--- config.mk ---
export PLATFORM = sky130hd
export DESIGN_NAME = flash_lock_cmds
export DESIGN_NICKNAME = d
export VERILOG_FILES = /design/src/core/flash_lock_pkg.sv /design/src/core/op_timer_if.sv /design/src/core/flash_lock_cmds.sv /design/src/core/pin_sync.sv /design/src/core/op_timer.sv
export SDC_FILE = /design/constraint.sdc
export NUM_CORES = 1
export LEC_CHECK = 0
export ABC_AREA = 1
export ABC_CLOCK_PERIOD_IN_PS = 2700
export BUFFER_PORTS_ARGS = -buffer_cell sky130_fd_sc_hd__buf_2
export CAP_MARGIN = 10
export CORE_UTILIZATION = 57
export CTS_BUF_LIST = sky130_fd_sc_hd__clkbuf_16
export DETAILED_ROUTE_END_ITERATION = 10
export PLACE_DENSITY = 0.76
export SETUP_SLACK_MARGIN = 0.02
export SYNTH_ARGS = -nofsm -noshare
export SYNTH_HDL_FRONTEND = slang
export SYNTH_HIERARCHICAL = 1
export SYNTH_SLANG_ARGS = --single-unit
--- constraint.sdc ---
create_clock -name clk_i -period 2.7 [get_ports clk_i]
set_clock_uncertainty 0.05 [all_clocks]
set_input_delay 0.54 -clock clk_i [delete_from_list [all_inputs] [get_ports clk_i]]
set_output_delay 0.54 -clock clk_i [all_outputs]
set_load 0.005 [all_outputs]
--- src/core/flash_lock_pkg.sv ---
// Purpose: shared constants for the lock, secret and reset command block
// Assumes: 250 MHz core clock
// Notes:   timing counts derive from printed times
package flash_lock_pkg;
	localparam int CLK_MHZ   = 250;
	localparam int TW        = 24;                     // timer width
	localparam int PP_MAX_US = 750;                    // page-program max
	localparam int PP_CYC    = PP_MAX_US * CLK_MHZ;    // longest time, exact whole cycles
	localparam int PSL_US    = 40;                     // program suspend latency
	localparam int PSL_CYC   = PSL_US * CLK_MHZ;
	localparam int ESL_US    = 45;                     // erase suspend latency
	localparam int ESL_CYC   = ESL_US * CLK_MHZ;

	localparam int SECRET_W  = 64;
	localparam logic [6:0] CMD_END  = 7'h08;           // bits in an instruction
	localparam logic [6:0] BODY_END = 7'h48;           // instruction plus 64 bits
	localparam logic [6:0] CNT_MAX  = 7'h7f;

	localparam logic [7:0] WRITE_LATCH_SET_CMD = 8'h06;
	localparam logic [7:0] STATUS_READ_CMD     = 8'h05;
	localparam logic [7:0] STATUS_CLEAR_CMD    = 8'h30;
	localparam logic [7:0] LOCK_BIT_READ_CMD   = 8'ha7;
	localparam logic [7:0] LOCK_BIT_CLEAR_CMD  = 8'ha6;
	localparam logic [7:0] SECRET_READ_CMD     = 8'he7;
	localparam logic [7:0] SECRET_PROGRAM_CMD  = 8'he8;
	localparam logic [7:0] SECRET_UNLOCK_CMD   = 8'he9;
	localparam logic [7:0] SOFT_RESET_CMD      = 8'hf0;
	localparam logic [7:0] CONT_READ_EXIT_CMD  = 8'hff;
	localparam logic [7:0] PROG_SUSPEND_CMD    = 8'h85;
	localparam logic [7:0] ERASE_SUSPEND_CMD   = 8'h75;

	localparam int ST_BUSY  = 0;                       // status byte layout
	localparam int ST_WL    = 1;
	localparam int ST_BP    = 2;
	localparam int ST_PERR  = 6;

	localparam logic [SECRET_W-1:0] SECRET_RESET = 64'hffff_ffff_ffff_ffff;
endpackage : flash_lock_pkg

--- src/core/op_timer_if.sv ---
// Purpose: start/finish handshake between command logic and op timer
// Assumes: both ends on clk_i
// Notes:   load wins over a running count
`timescale 1ns/100ps
interface op_timer_if;
	import flash_lock_pkg::*;
	logic          load;
	logic [TW-1:0] count;
	logic          done;
	modport ctrl (output load, output count, input done);
	modport tmr  (input load, input count, output done);
endinterface : op_timer_if

--- src/core/flash_lock_cmds.sv ---
// Purpose: lock bit, secret and reset command handling of a serial flash
// Assumes: mode 0 link, sampled by clk_i; link clock well below clk_i/4
// Notes:   nrst_i doubles as the hardware reset pin
`timescale 1ns/100ps
module flash_lock_cmds #(
	parameter int SPROG_CYC  = flash_lock_pkg::PP_CYC,  // secret program time
	parameter int PSUSP_CYC  = flash_lock_pkg::PSL_CYC, // program suspend latency
	parameter int ESUSP_CYC  = flash_lock_pkg::ESL_CYC, // erase suspend latency
	parameter int LOCK_CYC   = 64,                       // lock clear time
	parameter int UNLOCK_CYC = 64,                       // unlock compare time
	parameter int RESET_CYC  = 256,                      // software reset time
	parameter int ERASE_CYC  = 100000                    // erase time
) (
	input  wire logic       clk_i,            // core clock
	input  wire logic       nrst_i,           // sync reset / reset pin, low
	input  wire logic       sck_i,            // link clock pin
	input  wire logic       cs_n_i,           // chip select pin, low
	input  wire logic       si_i,             // serial data in pin
	input  wire logic       secret_mode_n_i,  // protection reg bit 2
	input  wire logic       bp_volatile_i,    // protect bits volatile
	input  wire logic [2:0] bp_nv_value_i,    // power-up protect bits
	input  wire logic       bp_load_i,        // protect bits write strobe
	input  wire logic [2:0] bp_wdata_i,       // protect bits write data
	input  wire logic       freeze_set_i,     // set freeze bit
	input  wire logic       cont_enter_i,     // enter continuous read
	input  wire logic       erase_start_i,    // start an erase
	input  wire logic       program_fail_i,   // program fault at end
	output logic            so_o,             // serial data out
	output logic            so_oe_o,          // serial out enable
	output logic            busy_flag_o,      // status busy
	output logic            write_latch_o,    // status write latch
	output logic            p_err_o,          // status program fail
	output logic            persistent_lock_bit_o, // lock register bit 0
	output logic            freeze_o,         // config freeze bit
	output logic [2:0]      block_protect_bits_o, // protect bits
	output logic            cont_mode_o,      // continuous read mode
	output logic            suspended_o       // op suspended
);
	import flash_lock_pkg::*;

	if (SPROG_CYC < 1 || PSUSP_CYC < 1 || ESUSP_CYC < 1 || LOCK_CYC < 1 || UNLOCK_CYC < 1 ||
			RESET_CYC < 1 || ERASE_CYC < 1 || ERASE_CYC >= 2**TW || SPROG_CYC >= 2**TW || LOCK_CYC >= 2**TW ||
			UNLOCK_CYC >= 2**TW || PSUSP_CYC >= 2**TW || ESUSP_CYC >= 2**TW || RESET_CYC >= 2**TW) begin : g_chk
		$error("timer count out of range");
	end

	typedef enum logic [1:0] {S_IDLE = 2'b00, S_CMD = 2'b01, S_BODY = 2'b10, S_READ = 2'b11} ser_t;
	typedef enum logic [2:0] {OP_NONE = 3'b000, OP_LOCK = 3'b001, OP_SPROG = 3'b010, OP_UNLK = 3'b011,
		OP_FAIL = 3'b100, OP_RESET = 3'b101, OP_ERASE = 3'b110, OP_SUSP = 3'b111} op_t;

	logic [2:0]          pins;
	logic                sck_q, cs_q;
	ser_t                st;
	op_t                 op, next_op;
	logic [6:0]          bit_cnt;
	logic [7:0]          cmd;
	logic [SECRET_W-1:0] pw_in, secret, rd_word;
	logic [5:0]          pos;
	logic                init_pend, rd_ok;
	op_timer_if          tmr ();

	pin_sync #(.W(3)) u_sync (
		.clk_i  (clk_i),
		.nrst_i (nrst_i),
		.d_i    ({sck_i, cs_n_i, si_i}),
		.q_o    (pins)
	);
	op_timer u_tmr (
		.clk_i  (clk_i),
		.nrst_i (nrst_i),
		.t      (tmr.tmr)
	);

	wire sck_s    = pins[2];
	wire cs_s     = pins[1];
	wire si_s     = pins[0];
	wire sck_rise = sck_s & ~sck_q;
	wire sck_fall = ~sck_s & sck_q;
	wire cs_fall  = cs_q & ~cs_s;
	wire cs_rise  = cs_s & ~cs_q & (st != S_IDLE);
	wire [7:0] cmd_next = {cmd[6:0], si_s};
	wire idle     = (op == OP_NONE);
	wire at8      = cs_rise & (bit_cnt == CMD_END);
	wire at72     = cs_rise & (bit_cnt == BODY_END);
	wire mismatch = (pw_in != secret);
	wire [5:0] data_idx = 6'(bit_cnt - CMD_END);

	always_ff @(posedge clk_i) begin
		if (!nrst_i) begin
			sck_q <= 1'b1;   // level the synchroniser resets to, so no false edge
			cs_q  <= 1'b1;
		end else begin
			sck_q <= sck_s;
			cs_q  <= cs_s;
		end
	end

	// command decode at chip select rise; continuous read mode hides all but the exit
	logic go_wlset, go_sclr, go_lock, go_sprog, go_unlk, go_reset, go_exit, go_psusp, go_esusp;
	always_comb begin
		go_exit  = at8 & (cmd == CONT_READ_EXIT_CMD);
		go_wlset = at8 & ~cont_mode_o & idle & (cmd == WRITE_LATCH_SET_CMD);
		go_sclr  = at8 & ~cont_mode_o & (cmd == STATUS_CLEAR_CMD);
		go_reset = at8 & ~cont_mode_o & (cmd == SOFT_RESET_CMD);
		go_lock  = at8 & ~cont_mode_o & idle & write_latch_o & (cmd == LOCK_BIT_CLEAR_CMD);
		go_sprog = at72 & ~cont_mode_o & idle & write_latch_o & secret_mode_n_i
			& (cmd == SECRET_PROGRAM_CMD);
		go_unlk  = at72 & ~cont_mode_o & idle & (cmd == SECRET_UNLOCK_CMD);
		go_psusp = at8 & ~cont_mode_o & (cmd == PROG_SUSPEND_CMD);
		go_esusp = at8 & ~cont_mode_o & (cmd == ERASE_SUSPEND_CMD);
	end

	always_comb begin
		next_op = op;
		if (go_reset)
			next_op = OP_RESET;
		else if (go_sclr && op == OP_FAIL)
			next_op = OP_NONE;
		else if (go_psusp && (op == OP_LOCK || op == OP_SPROG))
			next_op = OP_SUSP;
		else if (go_esusp && op == OP_ERASE)
			next_op = OP_SUSP;
		else if (idle) begin
			if (go_lock)
				next_op = OP_LOCK;
			else if (go_sprog)
				next_op = OP_SPROG;
			else if (go_unlk)
				next_op = OP_UNLK;
			else if (erase_start_i)
				next_op = OP_ERASE;
		end else if (tmr.done && op != OP_FAIL)
			next_op = (op == OP_UNLK && mismatch) ? OP_FAIL : OP_NONE;
	end

	// a new timed op (re)loads the timer; the suspend reload cuts the old count short
	always_comb begin
		tmr.load  = (next_op != op) && (next_op != OP_NONE) && (next_op != OP_FAIL);
		tmr.count = TW'(1);
		unique case (next_op)
			OP_LOCK:  tmr.count = TW'(LOCK_CYC);
			OP_SPROG: tmr.count = TW'(SPROG_CYC);
			OP_UNLK:  tmr.count = TW'(UNLOCK_CYC);
			OP_RESET: tmr.count = TW'(RESET_CYC);
			OP_ERASE: tmr.count = TW'(ERASE_CYC);
			OP_SUSP:  tmr.count = (op == OP_ERASE) ? TW'(ESUSP_CYC) : TW'(PSUSP_CYC);
			OP_NONE, OP_FAIL: tmr.count = TW'(1);
		endcase
	end

	always_ff @(posedge clk_i) begin
		if (!nrst_i) begin
			op          <= OP_NONE;
			busy_flag_o <= 1'b0;
		end else begin
			op          <= next_op;
			busy_flag_o <= (next_op != OP_NONE);
		end
	end

	wire op_end = tmr.done & (next_op == OP_NONE | next_op == OP_FAIL) & ~tmr.load;

	always_ff @(posedge clk_i) begin
		if (!nrst_i)
			write_latch_o <= 1'b0;
		else if (go_wlset)
			write_latch_o <= 1'b1;
		else if (go_reset || (op_end && (op == OP_LOCK || op == OP_SPROG)))
			write_latch_o <= 1'b0;
	end

	// fail set wins over a clear in the same cycle
	always_ff @(posedge clk_i) begin
		if (!nrst_i)
			p_err_o <= 1'b0;
		else if (op_end && op == OP_SPROG && program_fail_i)
			p_err_o <= 1'b1;
		else if (op_end && op == OP_UNLK && mismatch)
			p_err_o <= 1'b1;
		else if (go_sclr || go_reset)
			p_err_o <= 1'b0;
	end

	always_ff @(posedge clk_i) begin
		if (!nrst_i)
			secret <= SECRET_RESET;
		else if (op_end && op == OP_SPROG && !program_fail_i)
			secret <= pw_in;
	end

	// power-up lock value follows the chosen mode, caught one edge after release
	always_ff @(posedge clk_i) begin
		if (!nrst_i) begin
			init_pend             <= 1'b1;
			persistent_lock_bit_o <= 1'b0;
		end else begin
			init_pend <= 1'b0;
			if (init_pend)
				persistent_lock_bit_o <= secret_mode_n_i;
			else if (op_end && op == OP_UNLK && !mismatch)
				persistent_lock_bit_o <= 1'b1;
			else if (op_end && op == OP_LOCK)
				persistent_lock_bit_o <= 1'b0;
		end
	end

	always_ff @(posedge clk_i) begin
		if (!nrst_i)
			freeze_o <= 1'b0;
		else if (freeze_set_i)
			freeze_o <= 1'b1;
	end

	always_ff @(posedge clk_i) begin
		if (!nrst_i)
			block_protect_bits_o <= 3'h0;
		else if (init_pend)
			block_protect_bits_o <= bp_nv_value_i;
		else if (go_reset && bp_volatile_i && !freeze_o)
			block_protect_bits_o <= bp_nv_value_i;
		else if (bp_load_i && !freeze_o)
			block_protect_bits_o <= bp_wdata_i;
	end

	always_ff @(posedge clk_i) begin
		if (!nrst_i)
			cont_mode_o <= 1'b0;
		else if (go_exit || go_reset)
			cont_mode_o <= 1'b0;
		else if (cont_enter_i)
			cont_mode_o <= 1'b1;
	end

	always_ff @(posedge clk_i) begin
		if (!nrst_i)
			suspended_o <= 1'b0;
		else if (op_end && op == OP_SUSP)
			suspended_o <= 1'b1;
		else if (go_reset || (tmr.load && next_op != OP_SUSP))
			suspended_o <= 1'b0;
	end

	// frame tracking; the count saturates so overlong frames never look exact
	always_ff @(posedge clk_i) begin
		if (!nrst_i) begin
			st      <= S_IDLE;
			bit_cnt <= 7'h00;
			cmd     <= 8'h00;
		end else if (cs_s) begin
			st <= S_IDLE;
		end else if (cs_fall) begin
			st      <= S_CMD;
			bit_cnt <= 7'h00;
		end else if (sck_rise && st != S_IDLE) begin
			if (bit_cnt != CNT_MAX)
				bit_cnt <= bit_cnt + 7'h01;
			if (st == S_CMD) begin
				cmd <= cmd_next;
				if (bit_cnt == CMD_END - 7'h01)
					st <= rd_ok ? S_READ : S_BODY;
			end
		end
	end

	always_ff @(posedge clk_i) begin
		if (!nrst_i)
			pw_in <= '0;
		else if (sck_rise && st == S_BODY && bit_cnt >= CMD_END && bit_cnt < BODY_END)
			pw_in[{data_idx[5:3], ~data_idx[2:0]}] <= si_s;
	end

	always_comb begin
		rd_ok = 1'b0;
		if (!cont_mode_o) begin
			unique case (cmd_next)
				STATUS_READ_CMD:   rd_ok = 1'b1;
				LOCK_BIT_READ_CMD: rd_ok = idle;
				SECRET_READ_CMD:   rd_ok = idle & secret_mode_n_i;
				default:           rd_ok = 1'b0;
			endcase
		end
	end

	// read word captured when the instruction completes; status and lock bytes replicate to 64 bits
	always_ff @(posedge clk_i) begin
		if (!nrst_i)
			rd_word <= '0;
		else if (sck_rise && st == S_CMD && bit_cnt == CMD_END - 7'h01) begin
			if (cmd_next == SECRET_READ_CMD)
				rd_word <= secret;
			else if (cmd_next == LOCK_BIT_READ_CMD)
				rd_word <= {8{7'h00, persistent_lock_bit_o}};
			else begin
				rd_word <= '0;
				for (int i = 0; i < 8; i++) begin
					rd_word[8*i+ST_BUSY]      <= busy_flag_o;
					rd_word[8*i+ST_WL]        <= write_latch_o;
					rd_word[8*i+ST_BP +: 3]   <= block_protect_bits_o;
					rd_word[8*i+ST_PERR]      <= p_err_o;
				end
			end
		end
	end

	always_ff @(posedge clk_i) begin
		if (!nrst_i || cs_s) begin
			so_o    <= 1'b0;
			so_oe_o <= 1'b0;
			pos     <= 6'h00;
		end else if (st == S_READ && sck_fall) begin
			so_oe_o <= 1'b1;
			so_o    <= rd_word[{pos[5:3], ~pos[2:0]}];
			pos     <= pos + 6'h01;
		end
	end
endmodule : flash_lock_cmds

--- src/core/pin_sync.sv ---
// Purpose: two-flop synchroniser for pin inputs
// Assumes: inputs asynchronous to clk_i
// Notes:   only the second stage is visible
`timescale 1ns/100ps
module pin_sync #(
	parameter int W = 3
) (
	input  wire logic         clk_i,   // core clock
	input  wire logic         nrst_i,  // sync reset, low
	input  wire logic [W-1:0] d_i,     // raw pins
	output logic      [W-1:0] q_o      // synchronised
);
	logic [W-1:0] meta;
	always_ff @(posedge clk_i) begin
		if (!nrst_i) begin
			meta <= '1;
			q_o  <= '1;
		end else begin
			meta <= d_i;
			q_o  <= meta;
		end
	end
endmodule : pin_sync

--- src/core/op_timer.sv ---
// Purpose: down counter timing self-timed operations
// Assumes: count of at least one
// Notes:   done pulses count edges after the edge that takes load
`timescale 1ns/100ps
module op_timer (
	input  wire logic clk_i,    // core clock
	input  wire logic nrst_i,   // sync reset, low
	op_timer_if.tmr   t         // load/done handshake
);
	import flash_lock_pkg::*;
	logic [TW-1:0] cnt;
	always_ff @(posedge clk_i) begin
		if (!nrst_i) begin
			cnt    <= '0;
			t.done <= 1'b0;
		end else if (t.load) begin
			cnt    <= t.count;
			t.done <= 1'b0;
		end else begin
			if (cnt != '0)
				cnt <= cnt - 1'b1;
			t.done <= (cnt == TW'(1));
		end
	end
endmodule : op_timer

==> qor.txt, run 1 <==
======================================================================================
Outcome                                                                   finished, violations left
Failing checks                                                            setup timing
Most common cell after layout, fill and taps aside                        sky130_fd_sc_hd__nand2_1
Cts hold-fix bufs                                                                    0
Peak clock frequency supported by timing                                       349 MHz
Cell family with most CP delay                                            simple AND/OR/NAND/NOR gates
Die H                                                                           153 um
Fin worst setup slack                                                          -163 ps
Clock slew at the register clock pins of the worst setup and hold paths          60 ps
Average footprint of a synthesized cell                                     6.85 sq um
H-tree levels                                                                        1
Overall Global Routing Usage                                                     0.321
Measured slew at the worst slew-check pin                                       889 ps
Peak fanout along the critical path                                                  6
Main area contributors after synthesis                                    sky130_fd_sc_hd__dfxtp_1, sky130_fd_sc_hd__nand2_1, sky130_fd_sc_hd__inv_1
Sequential fraction of the synthesis area                                        0.405
Die span in x                                                                   153 um
Net load switching power                                                       3050 uW
Pin count of the biggest net entering global routing                               107
Footprint of the multi-input gates                                          6620 sq um
Layout filler cell count                                                          1839
Proportion of netlist area held by the largest area contributor                  0.405
Register bit total from synthesis                                                  264
Initial antenna violation count                                                      0
Post-synth ARST share                                                                0
Final Wtd Congestion                                                             0.945
Leakage                                                                     0.00746 uW
Dpl cells                                                                         2263
Largest stage delay, worst path                                                 350 ps
Arrival time at the worst endpoint                                             3290 ps
Maximum vdd drop                                                            0.000682 V
Combinational power share                                                        0.197
Overflow left after global routing                                                   0
Final min period                                                               2860 ps
CTS tree                                                                           yes
Number of global-route vias before repair                                        12300
Relative max-transition margin                                                   0.405
Antenna violation net count after detailed routing                                   0
Number of flops mapped to enable cells by yosys                                      0
HPWL reported at the end of detailed placement                                25600 um
Total CTS buffers                                                                   29
Net total in the final layout                                                     2068
Total standard cell area after synthesis                                   13000 sq um
Cell Int Power                                                                 6790 uW
Layout cell share with drive strength beyond 1                                   0.159
Max-cap check violation count                                                        0
Total wire length after detailed routing                                      40200 um
Setup repair after global routing missed its margin                                yes
Post-synthesis cell type count                                                      45
Die area                                                                   23500 sq um
Final hold slack                                                                113 ps
Starting density of the core                                                     0.590
Top library cells by usage in the layout, fill and taps aside             sky130_fd_sc_hd__nand2_1, sky130_fd_sc_hd__inv_1, sky130_fd_sc_hd__dfxtp_1, sky130_fd_sc_hd__nor2_1, sky130_fd_sc_hd__a21oi_1
Largest area contributor in the synthesized netlist                       sky130_fd_sc_hd__dfxtp_1
Sequential cell area                                                        5290 sq um
Number of placement rows                                                            54
Antenna diodes                                                                       0
Final Non-Filler Cells                                                            2344
Clock latency of the later-clocked register in the worst-skew pair              560 ps
Endpoints failing hold                                                               0
Clock group share of total power                                                 0.374
Port bufs                                                                           29
Path type of the worst setup path                                         flip-flop to flip-flop
Final routed DRC violation total                                                     0
Final number of max-transition violations                                            0
Vias post-DR                                                                     13500
Yosys warnings                                                                       6
Bufs and invs on worst path                                                          8
Routed length per instance                                                     17.2 um
Global-route wire length before repair                                        61200 um
Area growth from synthesis to layout                                             21.6%
Data required time of the critical path                                        3130 ps
Worst hold-check path type                                                input port to flip-flop
Final number of setup-violating endpoints                                           80
CP cell instances                                                         inv_4 -> ha_4 -> inv_2 -> nor2_4 -> nand2_2 -> nor2_4 -> nand3_4 -> nor2_4 -> buf_6 -> a21oi_2 -> nand2_1 -> nand2_2 -> nand2_4 -> buf_6 -> nand2_4 -> buf_6 -> nor4_4 -> buf_4 -> clkbuf_16 -> buf_12 -> a21oi_1 -> o21ai_1
Fin util                                                                         0.717
Ports                                                                               30
Instance count of the mapped netlist                                              1904
Initial DRC count                                                                 1109
Dominant register cell in the synthesized netlist                         sky130_fd_sc_hd__dfxtp_1
Startpoint type of the worst setup path                                      flip-flop
CTS sink count                                                                     264
Drt pass-1 iters                                                                     7
Period Utilization, post-route                                                    1.06
CORE AREA                                                                  22100 sq um
Power density cells                                                        621 nW/um^2
Cell with the largest stage delay on the worst path                       sky130_fd_sc_hd__dfxtp_4
Net switching fraction of the power                                              0.310
Buffer depth of the longest clock path                                               3
Sequential fraction of design power                                              0.429
Average via count per standard cell                                               5.76
Cell chosen for the clock root                                            sky130_fd_sc_hd__clkbuf_16
Type of element capturing the critical path                                  flip-flop
======================================================================================
==> Yosys cell counts (all sizes together) (4+ instances only) <==
cell and number:
o221ai 49, o211ai 4, nand3b 6, nor4 7
xor2 12, or2 6, clkbuf 62, o22ai 5
nand4 20, nand3 76, inv 275, a22oi 16
dfxtp 264, nand2 399, nor2 264, buf 23
a21oi 156, a31oi 17, o21ai 162, nor3 21
a311oi 34, ha 9
==> registers in the layout (all words and copies together) (netlist names), 2 cells and up <==
register              flops
bit_cnt                   7
block_protect_bits_o      3
cmd                       8
op                        3
pos                       6
pw_in                    64
rd_word                  64
secret                   64
st                        2
u_sync/meta               3
u_sync/q_o                3
u_tmr/cnt                24
==> metrics by stage <==
stage               worst slack (ps)  TNS (ps)  power, uW  area (sq um)
floorplan                      -7.62     -30.5       5560         13100
global placement               -56.1      -438       6010         14300
detailed placement              -147     -2320       6040         14300
CTS                            -45.3      -527       9680         15200
global route                    -308    -18550      10300         15800
finish                          -163     -4930       9840         15800
==> logic make-up (layout without fill, tap and decap cells) <==
| family | count (synthesis) | after routing | share of synthesized area |
|---|---|---|---|
| simple gates | 800 | 800 | 0.258 |
| xor+xnor | 15 | 15 | 0.0101 |
| fa+ha+maj | 9 | 9 | 0.00864 |
| flops | 264 | 264 | 0.405 |
| other cells | 1 | 6 | 0.000288 |
| compound gates | 451 | 451 | 0.205 |
| mux | 2 | 2 | 0.00154 |
| buf+inv | 362 | 517 | 0.111 |
==> power groups by stage <==
| stage | Sequential (uW) | Clock [uW] | Combinational, uW |
|---|---|---|---|
| 2_1_floorplan | 4250 | 0 | 1300 |
| 3_3_place_gp | 4290 | 0 | 1720 |
| 3_5_place_dp | 4300 | 0 | 1750 |
| 4_1_cts | 4210 | 3690 | 1780 |
| 5_1_grt | 4240 | 3860 | 2160 |
| 6_report | 4220 | 3680 | 1940 |
==> tightest hold or removal path: stages <==
cell	delay, ps
sky130_fd_sc_hd__buf_2	70
sky130_fd_sc_hd__inv_1	30
sky130_fd_sc_hd__nand2_1	40
==> metal layers <==
layer / global-route usage / share of wire / vias up
li1: - / - / 6529
met1: 0.424 / 0.42 / 6341
met2: 0.533 / 0.47 / 538
met3: 0.0462 / 0.076 / 86
met4: 0.115 / 0.032 / 0
met5: 0 / 0 / -
==> cell type report <==
| class | count | area share |
|---|---|---|
| multi-input cells | 1283 | 0.418 |
| clock inverters | 25 | 0.00900 |
| repair buffers | 186 | 0.106 |
| clock buffers | 29 | 0.0458 |
| flip-flops and latches | 264 | 0.334 |
| well taps | 280 | 0.0221 |
| inverters | 277 | 0.0659 |
==> timing repair <==
action,in CTS,in global routing
setup buffers,0,15
gates cloned,0,12
resized for setup,24,87
pin swaps,3,10
endpoints found under the setup margin,76,85
==> final timing paths <==
| check | endpoint | slack [ps] | cells after the start | startpoint |
|---|---|---|---|---|
| max | secret[59] | -160 | 22 | bit_cnt[0] |
| min | u_sync/meta[2] | 110 | 3 | sck_i |
| max reg2reg | secret[59] | -160 | 22 | bit_cnt[0] |
| min reg2reg | u_sync/q_o[1] | 350 | 2 | u_sync/meta[1] |
(Power assumes the default switching activity.)
==> run 2, diff against run 1 <==
--- a/config.mk
+++ b/config.mk
@@ -13,6 +13,7 @@
 export CTS_BUF_LIST = sky130_fd_sc_hd__clkbuf_16
 export DETAILED_ROUTE_END_ITERATION = 10
 export PLACE_DENSITY = 0.76
+export REMOVE_ABC_BUFFERS = 1
 export SETUP_SLACK_MARGIN = 0.02
 export SYNTH_ARGS = -nofsm -noshare
 export SYNTH_HDL_FRONTEND = slang
==> run 2 against run 1 <==
Compared with the run above: largest cell class unchanged; the flow still finishes with violations (setup timing); cell area increased by 4.7%; wire length increased by 7.2%; clock power decreased by 2%; first-iteration DRC count increased by 16%; global-route usage increased by 3.8 points.
==> qor.txt, run 2 (synthesized netlist as in run 1, its figures left out) <==
======================================================================================
CTS tree                                                                           yes   unchanged
Overall Global Routing Usage                                                     0.359   was 0.321
Pin count of the biggest net entering global routing                                60   was 107
H-tree levels                                                                        1   unchanged
Global-route wire length before repair                                        67700 um   was 61200 um
Cell depth of the worst flop-to-flop path                                           25   was 22
Fin worst setup slack                                                          -114 ps   was -163 ps
Die area                                                                   23500 sq um   unchanged
Largest stage delay, worst path                                                 380 ps   was 350 ps
Maximum vdd drop                                                            0.000583 V   was 0.000682 V
CTS sink count                                                                     264   unchanged
Outcome                                                                   finished, violations left   unchanged
Port bufs                                                                           29   unchanged
Drt pass-1 iters                                                                     9   was 7
Area growth from synthesis to layout                                             27.3%   was 21.6%
Startpoint type of the worst setup path                                      flip-flop   unchanged
Die span in x                                                                   153 um   unchanged
Number of placement rows                                                            54   unchanged
Cell family with most CP delay                                            simple AND/OR/NAND/NOR gates   unchanged
Antenna violation net count after detailed routing                                   0   unchanged
Ports                                                                               30   unchanged
Reg2Reg Launch Point                                                         secret[7]   was bit_cnt[0]
Source of the critical timing path                                           secret[7]   was bit_cnt[0]
Number of global-route vias before repair                                        13200   was 12300
Relative max-transition margin                                                   0.466   was 0.405
Top library cells by usage in the layout, fill and taps aside             sky130_fd_sc_hd__nand2_1, sky130_fd_sc_hd__inv_1, sky130_fd_sc_hd__dfxtp_1, sky130_fd_sc_hd__nor2_1, sky130_fd_sc_hd__buf_4   was sky130_fd_sc_hd__nand2_1, sky130_fd_sc_hd__inv_1, sky130_fd_sc_hd__dfxtp_1, sky130_fd_sc_hd__nor2_1, sky130_fd_sc_hd__a21oi_1
Endpoints failing hold                                                               0   unchanged
Cell chosen for the clock root                                            sky130_fd_sc_hd__clkbuf_16   unchanged
CORE AREA                                                                  22100 sq um   unchanged
Peak fanout along the critical path                                                  8   was 6
Bufs and invs on worst path                                                          5   was 8
Max-cap check violation count                                                        0   unchanged
Destination of the critical timing path                                   u_tmr/cnt[22]   was secret[59]
Initial DRC count                                                                 1288   was 1109
Final Wtd Congestion                                                             0.953   was 0.945
Type of element capturing the critical path                                  flip-flop   unchanged
Most prevalent standard cell on the critical path                         sky130_fd_sc_hd__nand2_1
Initial antenna violation count                                                      0   unchanged
Measured slew at the worst slew-check pin                                       799 ps   was 889 ps
Setup repair after global routing missed its margin                                yes   unchanged
Average via count per standard cell                                               5.81   was 5.76
Failing checks                                                            setup timing   unchanged
Layout filler cell count                                                          1697   was 1839
Cell with the largest stage delay on the worst path                       sky130_fd_sc_hd__dfxtp_1   was sky130_fd_sc_hd__dfxtp_4
Final number of setup-violating endpoints                                           58   was 80
Peak clock frequency supported by timing                                       355 MHz   was 349 MHz
Path type of the worst setup path                                         flip-flop to flip-flop   unchanged
Overflow left after global routing                                                   0   unchanged
Cts hold-fix bufs                                                                    0   unchanged
HPWL reported at the end of detailed placement                                27600 um   was 25600 um
Critical Path Stages                                                                25   was 22
Net total in the final layout                                                     2131   was 2068
Final min period                                                               2810 ps   was 2860 ps
Final routed DRC violation total                                                     0   unchanged
Most common cell after layout, fill and taps aside                        sky130_fd_sc_hd__nand2_1   unchanged
Starting density of the core                                                     0.590   unchanged
Vias post-DR                                                                     14000   was 13500
Antenna diodes                                                                       0   unchanged
Buffer depth of the longest clock path                                               3   unchanged
Layout cell share with drive strength beyond 1                                   0.213   was 0.159
Power density cells                                                        611 nW/um^2   was 621 nW/um^2
Total CTS buffers                                                                   29   unchanged
Total placed instance area                                                 14600 sq um   was 14300 sq um
Routed length per instance                                                     17.9 um   was 17.2 um
Total wire length after detailed routing                                      43100 um   was 40200 um
Fin util                                                                         0.751   was 0.717
Data required time of the critical path                                        3050 ps   was 3130 ps
Die H                                                                           153 um   unchanged
Clock slew at the register clock pins of the worst setup and hold paths          60 ps   about the same
Clock latency of the later-clocked register in the worst-skew pair              540 ps   was 560 ps
Period Utilization, post-route                                                    1.04   was 1.06
Endpoint of the most critical register-to-register path                   u_tmr/cnt[22]   was secret[59]
Worst hold-check path type                                                input port to flip-flop   unchanged
Final number of max-transition violations                                            0   unchanged
Registers with the most flip-flops                                        pw_in x64, rd_word x64, secret x64   unchanged
Reg2Reg Setup Slack                                                            -110 ps   was -160 ps
Leakage                                                                     0.00780 uW   was 0.00746 uW
Final Instance Area                                                        16600 sq um   was 15800 sq um
Arrival time at the worst endpoint                                             3170 ps   was 3290 ps
======================================================================================
## run 2: changes by cell type in the layout (fill, tap and decap cells not counted), moves of 8 or more
| cell | delta |
|---|---|
| sky130_fd_sc_hd__dfxtp_1 | -22 |
| sky130_fd_sc_hd__dfxtp_2 | +23 |
| sky130_fd_sc_hd__inv_1 | -9 |
| sky130_fd_sc_hd__buf_4 | +55 |
| sky130_fd_sc_hd__o21ai_1 | -9 |
| sky130_fd_sc_hd__buf_16 | +8 |
## run 2: through the flow
step	setup WS, ps	setup TNS (ps)	power (uW)	cells	hold WS [ps]
2_1_floorplan	-2160	-174680	5510	1824	330
3_3_place_gp	-165	-2950	6030	2308	339
3_5_place_dp	-251	-5220	6050	2309	343
4_1_cts	-105	-2360	9900	2390	113
5_1_grt	-319	-16000	10500	2404	127
6_report	-114	-3240	10100	2404	122
## run 2: worst min-delay path by stage
stage	from	endpoint	slack, ps	cells past startpoint
final	cs_n_i	u_sync/meta[1]	120	3
after global routing	sck_i	u_sync/meta[2]	130	3
after detailed placement	u_sync/meta[2]	u_sync/q_o[2]	340	2
after CTS	sck_i	u_sync/meta[2]	110	3
after global placement	u_sync/meta[1]	u_sync/q_o[1]	340	2
after floorplan	u_sync/meta[0]	u_sync/q_o[0]	330	2
## run 2: layout make-up
class,count,area [sq um],share of cell area
clock buffer,29,726,0.0437
timing repair buffer,248,2260,0.136
clock inverter,22,119,0.00716
inverter,277,1060,0.0638
multi-input combinational,1283,6770,0.408
timing repair inverter,1,7.51,0.000452
sequential,264,5320,0.320
tap,280,350,0.0211
## run 2: report_power, final
| part | internal [uW] | switching (uW) |
|---|---|---|
| Sequential | 4050 | 186 |
| Combinational | 894 | 1390 |
| Clock | 2020 | 1600 |
| Total | 6970 | 3170 |
## run 2: worst reg2reg max path: cells and delay by family, from the launching register on
kind,cells,cell delay [ps]
buffers and inverters,5,550
and+or+nand+nor,18,1600
DFF,1,380
AOI/OAI and AO/OA,2,130
## run 2: timing repair
action,CTS,global route
pin swaps,30,30
gates cloned,9,4
setup buffers,21,12
resized for setup,111,97
endpoints found under the setup margin,48,100
## run 2: layer usage
| layer | GRT usage | vias to the layer above | share of wire |
|---|---|---|---|
| met4 | 0.169 | 0 | 0.044 |
| met5 | 0 | - | 0 |
| li1 | - | 6670 | - |
| met3 | 0.0593 | 142 | 0.084 |
| met1 | 0.470 | 6536 | 0.41 |
| met2 | 0.577 | 628 | 0.46 |
